`src/include/flash_host_map.svh`:
```
// Command codes, unlock addresses and pin timing counts for the flash host controller.
`ifndef FLASH_HOST_MAP_SVH
`define FLASH_HOST_MAP_SVH
`define CMD_UNLOCK1 8'hAA
`define CMD_UNLOCK2 8'h55
`define CMD_PROGRAM 8'hA0
`define CMD_ERASE_SETUP 8'h80
`define CMD_CHIP_ERASE 8'h10
`define CMD_SECTOR_ERASE 8'h30
`define CMD_READ_RESET 8'hF0
`define ADDR_WORD_UNLOCK1 12'h555
`define ADDR_WORD_UNLOCK2 12'h2AA
`define ADDR_BYTE_UNLOCK1 12'hAAA
`define ADDR_BYTE_UNLOCK2 12'h555
`define ACCESS_NS 70
`define CLK_PERIOD_NS 10
`define ACCESS_CYCLES ((`ACCESS_NS + `CLK_PERIOD_NS - 1) / `CLK_PERIOD_NS)
`define STROBE_NS 40
`define STROBE_CYCLES ((`STROBE_NS + `CLK_PERIOD_NS - 1) / `CLK_PERIOD_NS)
`define TOGGLE_BIT 6
`define POLL_BIT 7
`endif

```
`src/include/flash_host_pkg.sv`:
```
// Types shared by the flash host controller.
package flash_host_pkg;
    typedef enum logic [1:0] {
        OP_READ = 2'b00,
        OP_PROGRAM = 2'b01,
        OP_CHIP_ERASE = 2'b10,
        OP_SECTOR_ERASE = 2'b11
    } op_e;
    typedef enum logic [3:0] {
        ST_IDLE = 4'b0000,
        ST_CYCLE = 4'b0001,
        ST_NEXT = 4'b0010,
        ST_READ = 4'b0011,
        ST_POLL1 = 4'b0100,
        ST_POLL2 = 4'b0101,
        ST_DONE = 4'b0110
    } state_e;
endpackage

```
`src/logic/flash_bus_cycle.sv`:
```
// One asynchronous bus cycle on the flash pins, write or read, paced in clock cycles.
`timescale 1ns/10ps
`include "flash_host_map.svh"
module flash_bus_cycle
    import flash_host_pkg::*;
#(
    parameter int STROBE = `STROBE_CYCLES,
    parameter int ACCESS = `ACCESS_CYCLES
) (
    input wire logic clk_sys_i,
    input wire logic rst_i,
    input wire logic start_i,
    input wire logic write_i,
    output logic we_n_o,
    output logic oe_n_o,
    output logic busy_o,
    output logic sample_o
);
    logic [7:0] cnt_reg;
    logic write_reg;

    always_ff @(posedge clk_sys_i or posedge rst_i) begin
        if (rst_i) begin
            cnt_reg <= 8'h00;
            write_reg <= 1'b0;
            we_n_o <= 1'b1;
            oe_n_o <= 1'b1;
            busy_o <= 1'b0;
            sample_o <= 1'b0;
        end else begin
            sample_o <= 1'b0;
            if (start_i && !busy_o) begin
                write_reg <= write_i;
                busy_o <= 1'b1;
                cnt_reg <= write_i ? 8'(STROBE) : 8'(ACCESS + 2);
                we_n_o <= !write_i;
                oe_n_o <= write_i;
            end else if (busy_o) begin
                if (cnt_reg == 8'h00) begin
                    // Strobe high again for a cycle gives the device its data latch edge.
                    busy_o <= 1'b0;
                    we_n_o <= 1'b1;
                    oe_n_o <= 1'b1;
                    sample_o <= !write_reg;
                end else begin
                    cnt_reg <= cnt_reg - 8'h01;
                end
            end
        end
    end
endmodule

```
`src/logic/flash_host.sv`:
```
// Host controller that runs program and erase command sequences on a parallel flash.
`timescale 1ns/10ps
`include "flash_host_map.svh"
module flash_host
    import flash_host_pkg::*;
#(
    parameter int ADDR_W = 19
) (
    input wire logic clk_sys_i,
    input wire logic rst_i,
    input wire logic req_i,
    input wire op_e op_i,
    input wire logic byte_mode_i,
    input wire logic [ADDR_W-1:0] addr_i,
    input wire logic [15:0] wdata_i,
    output logic ack_o,
    output logic busy_o,
    output logic [15:0] rdata_o,
    output logic [ADDR_W-1:0] flash_addr_o,
    output logic [15:0] flash_dq_o,
    output logic [15:0] flash_dq_oe_o,
    input wire logic [15:0] flash_dq_i,
    output logic flash_ce_n_o,
    output logic flash_oe_n_o,
    output logic flash_we_n_o,
    output logic flash_byte_n_o,
    input wire logic ready_busy_n_i
);
    state_e state_reg;
    op_e op_reg;
    logic byte_reg;
    logic [ADDR_W-1:0] addr_reg;
    logic low_addr_reg;
    logic [15:0] data_reg;
    logic [2:0] step_reg;
    logic [2:0] steps;
    logic [15:0] dq_meta_reg;
    logic [15:0] dq_sync_reg;
    logic rb_meta_reg;
    logic rb_sync_reg;
    logic [7:0] poll_reg;
    logic start;
    logic cyc_write;
    logic cyc_we_n;
    logic cyc_oe_n;
    logic cyc_busy;
    logic cyc_sample;
    logic [11:0] cmd_addr;
    logic [7:0] cmd_data;

    // Unlock and command address for a cycle; byte mode uses the doubled pattern.
    function automatic logic [11:0] unlock_addr(input logic second, input logic bmode);
        if (second) begin
            unlock_addr = bmode ? `ADDR_BYTE_UNLOCK2 : `ADDR_WORD_UNLOCK2;
        end else begin
            unlock_addr = bmode ? `ADDR_BYTE_UNLOCK1 : `ADDR_WORD_UNLOCK1;
        end
    endfunction

    flash_bus_cycle u_cycle (
        .clk_sys_i(clk_sys_i),
        .rst_i(rst_i),
        .start_i(start),
        .write_i(cyc_write),
        .we_n_o(cyc_we_n),
        .oe_n_o(cyc_oe_n),
        .busy_o(cyc_busy),
        .sample_o(cyc_sample)
    );

    always_ff @(posedge clk_sys_i or posedge rst_i) begin
        if (rst_i) begin
            dq_meta_reg <= 16'h0000;
            dq_sync_reg <= 16'h0000;
            rb_meta_reg <= 1'b1;
            rb_sync_reg <= 1'b1;
        end else begin
            dq_meta_reg <= flash_dq_i;
            dq_sync_reg <= dq_meta_reg;
            rb_meta_reg <= ready_busy_n_i;
            rb_sync_reg <= rb_meta_reg;
        end
    end

    // Program needs four writes, erases six; a plain read needs none and runs one read cycle.
    always_comb begin
        case (op_reg)
            OP_PROGRAM: steps = 3'd3;
            OP_CHIP_ERASE: steps = 3'd5;
            OP_SECTOR_ERASE: steps = 3'd5;
            default: steps = 3'd0;
        endcase
    end

    always_comb begin
        cmd_addr = unlock_addr(1'b0, byte_reg);
        cmd_data = `CMD_UNLOCK1;
        case (step_reg)
            3'd0: begin
                cmd_addr = unlock_addr(1'b0, byte_reg);
                cmd_data = `CMD_UNLOCK1;
            end
            3'd1, 3'd4: begin
                cmd_addr = unlock_addr(1'b1, byte_reg);
                cmd_data = `CMD_UNLOCK2;
            end
            3'd2: begin
                cmd_addr = unlock_addr(1'b0, byte_reg);
                cmd_data = (op_reg == OP_PROGRAM) ? `CMD_PROGRAM : `CMD_ERASE_SETUP;
            end
            3'd3: begin
                cmd_addr = unlock_addr(1'b0, byte_reg);
                cmd_data = `CMD_UNLOCK1;
            end
            default: begin
                cmd_addr = unlock_addr(1'b0, byte_reg);
                cmd_data = (op_reg == OP_CHIP_ERASE) ? `CMD_CHIP_ERASE : `CMD_SECTOR_ERASE;
            end
        endcase
    end

    assign cyc_write = (state_reg == ST_CYCLE);
    // A sampling edge must not relaunch a read, or the strobe would stay low into idle.
    assign start = !cyc_busy && !cyc_sample && (state_reg == ST_CYCLE || state_reg == ST_READ
        || state_reg == ST_POLL1 || state_reg == ST_POLL2);

    // Last write of a program or sector erase sequence carries the target or sector address itself.
    always_ff @(posedge clk_sys_i or posedge rst_i) begin
        if (rst_i) begin
            flash_addr_o <= '0;
            flash_dq_o <= 16'h0000;
            flash_dq_oe_o <= 16'h0000;
        end else if (start) begin
            if (cyc_write && step_reg == steps && op_reg != OP_CHIP_ERASE) begin
                flash_addr_o <= addr_reg;
                flash_dq_o <= (op_reg == OP_PROGRAM) ? data_reg
                    : {byte_reg ? low_addr_reg : 1'b0, 7'h00, `CMD_SECTOR_ERASE};
            end else if (cyc_write) begin
                flash_addr_o <= ADDR_W'(byte_reg ? cmd_addr[11:1] : cmd_addr[10:0]);
                flash_dq_o <= {byte_reg ? cmd_addr[0] : 1'b0, 7'h00, cmd_data};
            end else begin
                flash_addr_o <= addr_reg;
                flash_dq_o <= {low_addr_reg, 15'h0000};
            end
            // In byte mode the top data pin stays driven as the low address bit.
            flash_dq_oe_o <= cyc_write ? (byte_reg ? 16'h80FF : 16'hFFFF)
                : (byte_reg ? 16'h8000 : 16'h0000);
        end
    end

    always_ff @(posedge clk_sys_i or posedge rst_i) begin
        if (rst_i) begin
            flash_ce_n_o <= 1'b1;
            flash_oe_n_o <= 1'b1;
            flash_we_n_o <= 1'b1;
            flash_byte_n_o <= 1'b1;
        end else begin
            flash_ce_n_o <= (state_reg == ST_IDLE || state_reg == ST_DONE);
            flash_oe_n_o <= cyc_oe_n;
            flash_we_n_o <= cyc_we_n;
            flash_byte_n_o <= !byte_reg;
        end
    end

    always_ff @(posedge clk_sys_i or posedge rst_i) begin
        if (rst_i) begin
            state_reg <= ST_IDLE;
            op_reg <= OP_READ;
            byte_reg <= 1'b0;
            addr_reg <= '0;
            low_addr_reg <= 1'b0;
            data_reg <= 16'h0000;
            step_reg <= 3'd0;
            poll_reg <= 8'h00;
            ack_o <= 1'b0;
            busy_o <= 1'b0;
            rdata_o <= 16'h0000;
        end else begin
            ack_o <= 1'b0;
            case (state_reg)
                ST_IDLE: begin
                    // Device powers up in array-read mode, so reads need no command.
                    if (req_i) begin
                        op_reg <= op_i;
                        byte_reg <= byte_mode_i;
                        addr_reg <= byte_mode_i ? addr_i : addr_i;
                        low_addr_reg <= wdata_i[15];
                        data_reg <= wdata_i;
                        step_reg <= 3'd0;
                        busy_o <= 1'b1;
                        state_reg <= (op_i == OP_READ) ? ST_READ : ST_CYCLE;
                    end
                end
                ST_CYCLE: if (!cyc_busy) state_reg <= ST_NEXT;
                ST_NEXT: begin
                    if (!cyc_busy) begin
                        if (step_reg == steps) begin
                            state_reg <= ST_POLL1;
                        end else begin
                            step_reg <= step_reg + 3'd1;
                            state_reg <= ST_CYCLE;
                        end
                    end
                end
                ST_READ: begin
                    if (cyc_sample) begin
                        rdata_o <= dq_sync_reg;
                        state_reg <= ST_DONE;
                    end
                end
                ST_POLL1: begin
                    if (cyc_sample) begin
                        poll_reg <= dq_sync_reg[7:0];
                        state_reg <= ST_POLL2;
                    end
                end
                ST_POLL2: begin
                    if (cyc_sample) begin
                        // Done when the toggle bit holds still and ready/busy is high.
                        if (poll_reg[`TOGGLE_BIT] == dq_sync_reg[`TOGGLE_BIT]
                            && rb_sync_reg) begin
                            rdata_o <= dq_sync_reg;
                            state_reg <= ST_DONE;
                        end else begin
                            poll_reg <= dq_sync_reg[7:0];
                        end
                    end
                end
                ST_DONE: begin
                    ack_o <= 1'b1;
                    busy_o <= 1'b0;
                    state_reg <= ST_IDLE;
                end
                default: state_reg <= ST_IDLE;
            endcase
        end
    end
endmodule

```
`config.mk`:
```
export PLATFORM = sky130hd
export DESIGN_NAME = flash_host
export DESIGN_NICKNAME = d
export VERILOG_FILES = /design/src/include/flash_host_pkg.sv /design/src/logic/flash_bus_cycle.sv /design/src/logic/flash_host.sv
export VERILOG_INCLUDE_DIRS = /design/src /design/src/include
export SDC_FILE = /design/constraint.sdc
export NUM_CORES = 1
export LEC_CHECK = 0
export BUFFER_PORTS_ARGS = -buffer_cell sky130_fd_sc_hd__buf_2
export CELL_PAD_IN_SITES_DETAIL_PLACEMENT = 0
export CELL_PAD_IN_SITES_GLOBAL_PLACEMENT = 1
export CORE_MARGIN = 2
export CORE_UTILIZATION = 45
export DETAILED_ROUTE_END_ITERATION = 8
export PLACE_DENSITY = 0.85
export SYNTH_ARGS = -nofsm -noshare
export SYNTH_HDL_FRONTEND = slang
export SYNTH_SLANG_ARGS = --single-unit
export TNS_END_PERCENT = 5
```
`constraint.sdc`:
```
create_clock -name clk_sys_i -period 12.1 [get_ports clk_sys_i]
set_clock_uncertainty 0.05 [all_clocks]
set_input_delay 0 -clock clk_sys_i [delete_from_list [all_inputs] [get_ports clk_sys_i]]
set_output_delay 0 -clock clk_sys_i [all_outputs]
set_load 0.03 [all_outputs]
```
# Yosys cells after proc, flatten, opt, wreduce, memory -nomap -nowiden
# Index checks and enable logic that the tools add are counted.
dict set report word_totals {
  out_inout_bits 73
  input_bits 58
  elab_cells 149
  regBits 173
}
dict set report classes {
  n_eq_ne 26
  reduce_logical 36
  muxes 57
  add_sub_neg 2
}
# op n
set op_table {}
lappend op_table {{$mux 16} 8}
lappend op_table {{$mux 19} 2}
lappend op_table {{$mux 4} 8}
lappend op_table {{$pmux 16 s2} 1}
lappend op_table {{$mux 12} 2}
lappend op_table {{$mux 8} 3}
lappend op_table {{$pmux 4 s6} 1}
lappend op_table {{$pmux 8 s3} 1}
lappend op_table {{$mux 11} 2}
lappend op_table {{$mux 7} 3}
lappend op_table {{$mux 15} 1}
lappend op_table {{$mux 1} 14}
lappend op_table {{$pmux 7 s2} 1}
lappend op_table {{$eq 4x3->1 const B} 3}
lappend op_table {{$mux 3} 4}
lappend op_table {{$mux 6} 2}
lappend op_table {{$ne 2x2->1 const B} 6}
lappend op_table {{$pmux 3 s2} 2}
lappend op_table {{$reduce_and 4->1} 3}
lappend op_table {{$reduce_bool 2->1} 6}
lappend op_table {{$ne 2x1->1 const B} 5}
lappend op_table {{$eq 4x2->1 const B} 2}
lappend op_table {{$logic_not 8->1} 1}
lappend op_table {{$reduce_and 2->1} 4}
lappend op_table {{20 further kinds} 36}

# Longest topological paths before layout
dict set report depth {
  depth_word 8
  mapped_depth 10
  depth_no_buf 10
}

# Hierarchy
# Synthesis repeated with hierarchy kept, for this count alone.
dict set report unflattened {
  hier_cells 444
  hier_area_um2 6084.6
}
# module area_each_um2 instances cells_per_inst
set by_module_without_submodules {}
lappend by_module_without_submodules {flash_host 5407.7 1 378}
lappend by_module_without_submodules {flash_bus_cycle 676.9 1 66}

# Worst setup path before layout
# No wires, ideal clock.
dict set report synth_path {
  path_type {reg-to-reg}
  startpoint {register u_cycle.cnt_reg[0]}
  endpoint {register u_cycle.cnt_reg[2]}
  setup_slack_ns 10.188
  required_ns 11.926
  arrival_ns 1.738
  path_stages_with_launch 8
  setup_time_ns 0.124
  period_less_slack_ns 1.912
  path_cell_list {dfrtp_1 -> inv_1 -> ha_1 -> or3b_1 -> clkbuf_1 -> o21ai_4 -> o21ai_0 -> a211o_2}
}
dict set report synth_between {
  elab_chain_cells 4
}
# element line
set synth_lines {}
lappend synth_lines {{from (decl)} flash_bus_cycle.sv:19} ;# logic [7:0] cnt_reg;
lappend synth_lines {{from (signal assigned)} flash_bus_cycle.sv:35} ;# cnt_reg <= write_i ? 8'(STROBE) : 8'(ACCESS + 2);
lappend synth_lines {{from (signal assigned)} flash_bus_cycle.sv:46} ;# cnt_reg <= cnt_reg - 8'h01;
lappend synth_lines {{$sub 8x1->8} flash_bus_cycle.sv:46}
lappend synth_lines {{$mux 8} flash_bus_cycle.sv:39} ;# if (cnt_reg == 8'h00) begin
lappend synth_lines {{$mux 8} flash_bus_cycle.sv:38} ;# end else if (busy_o) begin
lappend synth_lines {{$mux 8} flash_bus_cycle.sv:32} ;# if (start_i && !busy_o) begin
# Parallel ways exist; a longest one is shown, timed or not. The select of a mux whose other input is x is not followed.
# A chain may end at the register's enable or synchronous reset.

# Worst setup path after layout
dict set report layout_path {
  startpoint {register state_reg[1]}
  endpoint {register flash_dq_o[7]}
}
dict set report layout_between {
  elab_chain_cells 5
}
# element line
set layout_lines {}
lappend layout_lines {{from (decl)} flash_host.sv:29} ;# state_e state_reg;
lappend layout_lines {{from (signal assigned)} flash_host.sv:191} ;# state_reg <= (op_i == OP_READ) ? ST_READ : ST_CYCLE;
lappend layout_lines {{$eq 4x1->1 or $eq 4x2->1 (tied branches)} {flash_host.sv:122, flash_host.sv:124}}
lappend layout_lines {{$logic_or 1x1->1} flash_host.sv:124} ;# assign start = !cyc_busy && !cyc_sample && (state_reg == ST_CYCLE || state_reg == ST_READ
lappend layout_lines {{$logic_or 1x1->1 (2 in a row)} flash_host.sv:125} ;# || state_reg == ST_POLL1 || state_reg == ST_POLL2);
lappend layout_lines {{$logic_and 1x1->1} flash_host.sv:124}
lappend layout_lines {{to (signal assigned)} flash_host.sv:136} ;# flash_dq_o <= (op_reg == OP_PROGRAM) ? data_reg
lappend layout_lines {{to (signal assigned)} flash_host.sv:140} ;# flash_dq_o <= {byte_reg ? cmd_addr[0] : 1'b0, 7'h00, cmd_data};
lappend layout_lines {{to (signal assigned)} flash_host.sv:143} ;# flash_dq_o <= {low_addr_reg, 15'h0000};
lappend layout_lines {{to (decl)} flash_host.sv:20} ;# output logic [15:0] flash_dq_o,
# Parallel ways exist; a longest one is shown, timed or not.

==> reports/metrics.csv <==
metric,value,unit
p_clk_share,49.6,%
min_delay_path_depth,2,
nNetsFinal,743,
die_y,120,um
ys_seq_area_share,62.5,%
switching_share,20.9,%
post-cts-setup-buffers,0,
yosys_warnings,0,
finalCritPeriodShare,19.2,%
clock.fmax,0.431,GHz
synth-edff-count,0,
cts_root_buf,clkbuf_16,
synth_top_cells_by_area,"dfrtp_1 59%, mux2_2 9.8%, nand2_1 3.9%, dfstp_2 3.4%, o21ai_0 2.5%",
irDropWorstVdd,0.122,mV
grt_overflow,0,
vias_per_cell,5.06,
cts.reportedPaths.clkPinSlew,0.06,ns
antenna_found_initial,0,
min_period,2.32,ns
ys_seq_elements,152,
cts_tree,done,
postLayoutCoreUtil,59.9,%
dpl.hpwl,8380,um
relSlewSlack,34.4,%
tightest_slew,0.984,ns
finalSetupTns,0,ns
post_drt_wl_per_cell,15.3,um
avgSynthCellArea,12.0,sq um
slew_violations,0,
grt_max_degree,91,
htree_levels,4,
synth_top_area_cell,dfrtp_1,
critical_path_class,reg -> reg,
synthFlopType,dfrtp_1,
crit_arrival,2.62,ns
clkSinkCount,152,
status,finished clean,
end_kind,flop,
min-delay-start,flash_dq_i[7],
syn_nets,575,
grt_pass1_wl,22200,um
insertedDiodeCount,0,
maxCapViolations,0,
synth_most_common_cell,dfrtp_1,
cp.required,12.40,ns
clock_latency,0.43,ns
hp-class,in -> reg,
worstSetupStartpointType,flop,
drive_gt1_share,34.4,%
p_sw,0.228,mW
ys_types,55,
portBuffers,130,
combPwrFrac,3.1,%
num_rows,42,
io_pins,131,
drtIter0Drc,394,
rsz0062_at_grt,no,
p_per_area,138,nW/um^2
ant_nets,0,
globalplace.congestion,0.798,
grt_pass1_vias,4451,
finalSetupViolCount,0,
syn_area,6100,sq um
synth_common_cells,"144 x dfrtp_1, 64 x nand2_1, 53 x mux2_2",
syn_to_final_growth,30.1,%
pwr-share-seq,47.3,%
clockBufferDepth,2,
grt_use_total,19.9,%
p_int,0.864,mW
start_util,46.1,%
core,13200,sq um
r2r_start,state_reg[1]$_DFFE_PP0P_,
path_max_fanout,17,
reg2regPathDepth,4,
chipWidth,120,um
synth.top_cell.area_share,59.1,%
drc,0,
hold_viol_final,0,
dieArea,14500,sq um
cts_buffers,17,
routed-via-count,4373,
wl,13300,um
synthCells,508,
worstSetupStartpoint,state_reg[1]$_DFFE_PP0P_,
p_leak,3.96,nW
firstDrtPassIters,4,
synth_async_sr_flop_share,100,%
-- worst max-delay path, cell delays in order, from the launching register on --
cell	delay [ns]
dfrtp_1	0.54
or3b_1	0.56
nor2_1	0.74
a21oi_1	0.19
a21oi_2	0.17
-- cells by family (layout without fill, tap and decap cells) --
kind of cell,count (synthesis),count (layout),share of synthesized area (%)
AOI/OAI and AO/OA,84,84,8.70
xor gates and xnor gates,5,5,0.718
adders and majority gates,9,9,1.85
buffers and inverters,51,232,4.55
DFF,152,152,62.5
muxes,55,55,10.1
and+or+nand+nor,152,152,11.5
-- cell usage in the layout (no fill, tap or decap), types with 3 or more instances in the layout --
| master | instances |
|---|---|
| dlygate4sd3_1 | 56 |
| inv_6 | 3 |
| a21oi_2 | 3 |
| nand2_1 | 64 |
| xor2_1 | 3 |
| clkinvlp_4 | 4 |
| o21ai_1 | 4 |
| nor3_1 | 5 |
| o21ai_0 | 31 |
| inv_1 | 10 |
| nor2b_1 | 9 |
| o211ai_1 | 3 |
| nand3_1 | 12 |
| ha_1 | 9 |
| or3b_1 | 3 |
| bufinv_16 | 3 |
| a21oi_1 | 17 |
| buf_4 | 3 |
| mux2_2 | 53 |
| clkinv_4 | 3 |
| buf_2 | 130 |
| o22a_1 | 3 |
| a21o_1 | 4 |
| o21a_1 | 4 |
| nand2b_1 | 3 |
| dfstp_2 | 8 |
| clkbuf_16 | 17 |
| dfrtp_1 | 144 |
| nor2_1 | 37 |
-- final timing paths --
kind	slack, ns	end
hold reg to reg	0.30	dq_sync_reg[1]$_DFF_PP0_
setup / recovery	9.78	flash_dq_o[7]$_DFFE_PP0P_
min in group asynchronous	0.23	dq_meta_reg[2]$_DFF_PP0_
max in group asynchronous	10.52	addr_reg[2]$_DFFE_PP0P_
hold / removal	0.16	dq_meta_reg[7]$_DFF_PP0_
setup reg to reg	9.78	flash_dq_o[7]$_DFFE_PP0P_
-- power by group through the flow --
stage | Combinational, mW | Clock [mW] | Sequential, mW
6_report | 0.0340 | 0.542 | 0.516
5_1_grt | 0.0379 | 0.577 | 0.516
4_1_cts | 0.0341 | 0.551 | 0.516
3_5_place_dp | 0.0203 | 0 | 0.525
3_3_place_gp | 0.0196 | 0 | 0.525
2_1_floorplan | 0.00768 | 0 | 0.525
-- cell type report --
| cell class | count | area, sq um |
|---|---|---|
| Clock buffer | 18 | 439 |
| Clock inverter | 14 | 174 |
| Fill cell | 1069 | 5310 |
| Inverter | 11 | 46.3 |
| Multi-Input combinational cell | 305 | 2010 |
| Sequential cell | 152 | 3810 |
| Tap cell | 176 | 220 |
| Timing Repair Buffer | 189 | 1230 |
-- per-stage QoR --
step	power [mW]	worst slack (ns)	cells	area [sq um]	hold slack, ns
after floorplan	0.532	7.97	508	6100	-0.0455
after global placement	0.544	9.85	777	6760	0.0572
after detailed placement	0.545	9.82	777	6760	0.0593
after CTS	1.10	9.78	865	7940	0.144
after global routing	1.13	9.55	865	7940	0.148
final	1.09	9.78	865	7940	0.158
-- what timing repair did --
action,4_1_cts,5_1_grt
endpoints found under the setup margin,0,0
hold buffers,56,0
resized for setup,0,0
hold endpoints to repair,137,0
-- layer usage --
| layer | GRT usage [%] | wire length, um |
|---|---|---|
| met2 | 32.0 | 6470 |
| met4 | 5.96 | 193 |
| met3 | 6.42 | 740 |
| met1 | 26.0 | 5870 |
| met5 | 0 | 0 |
No activity file was read; power rests on OpenSTA's default activity.
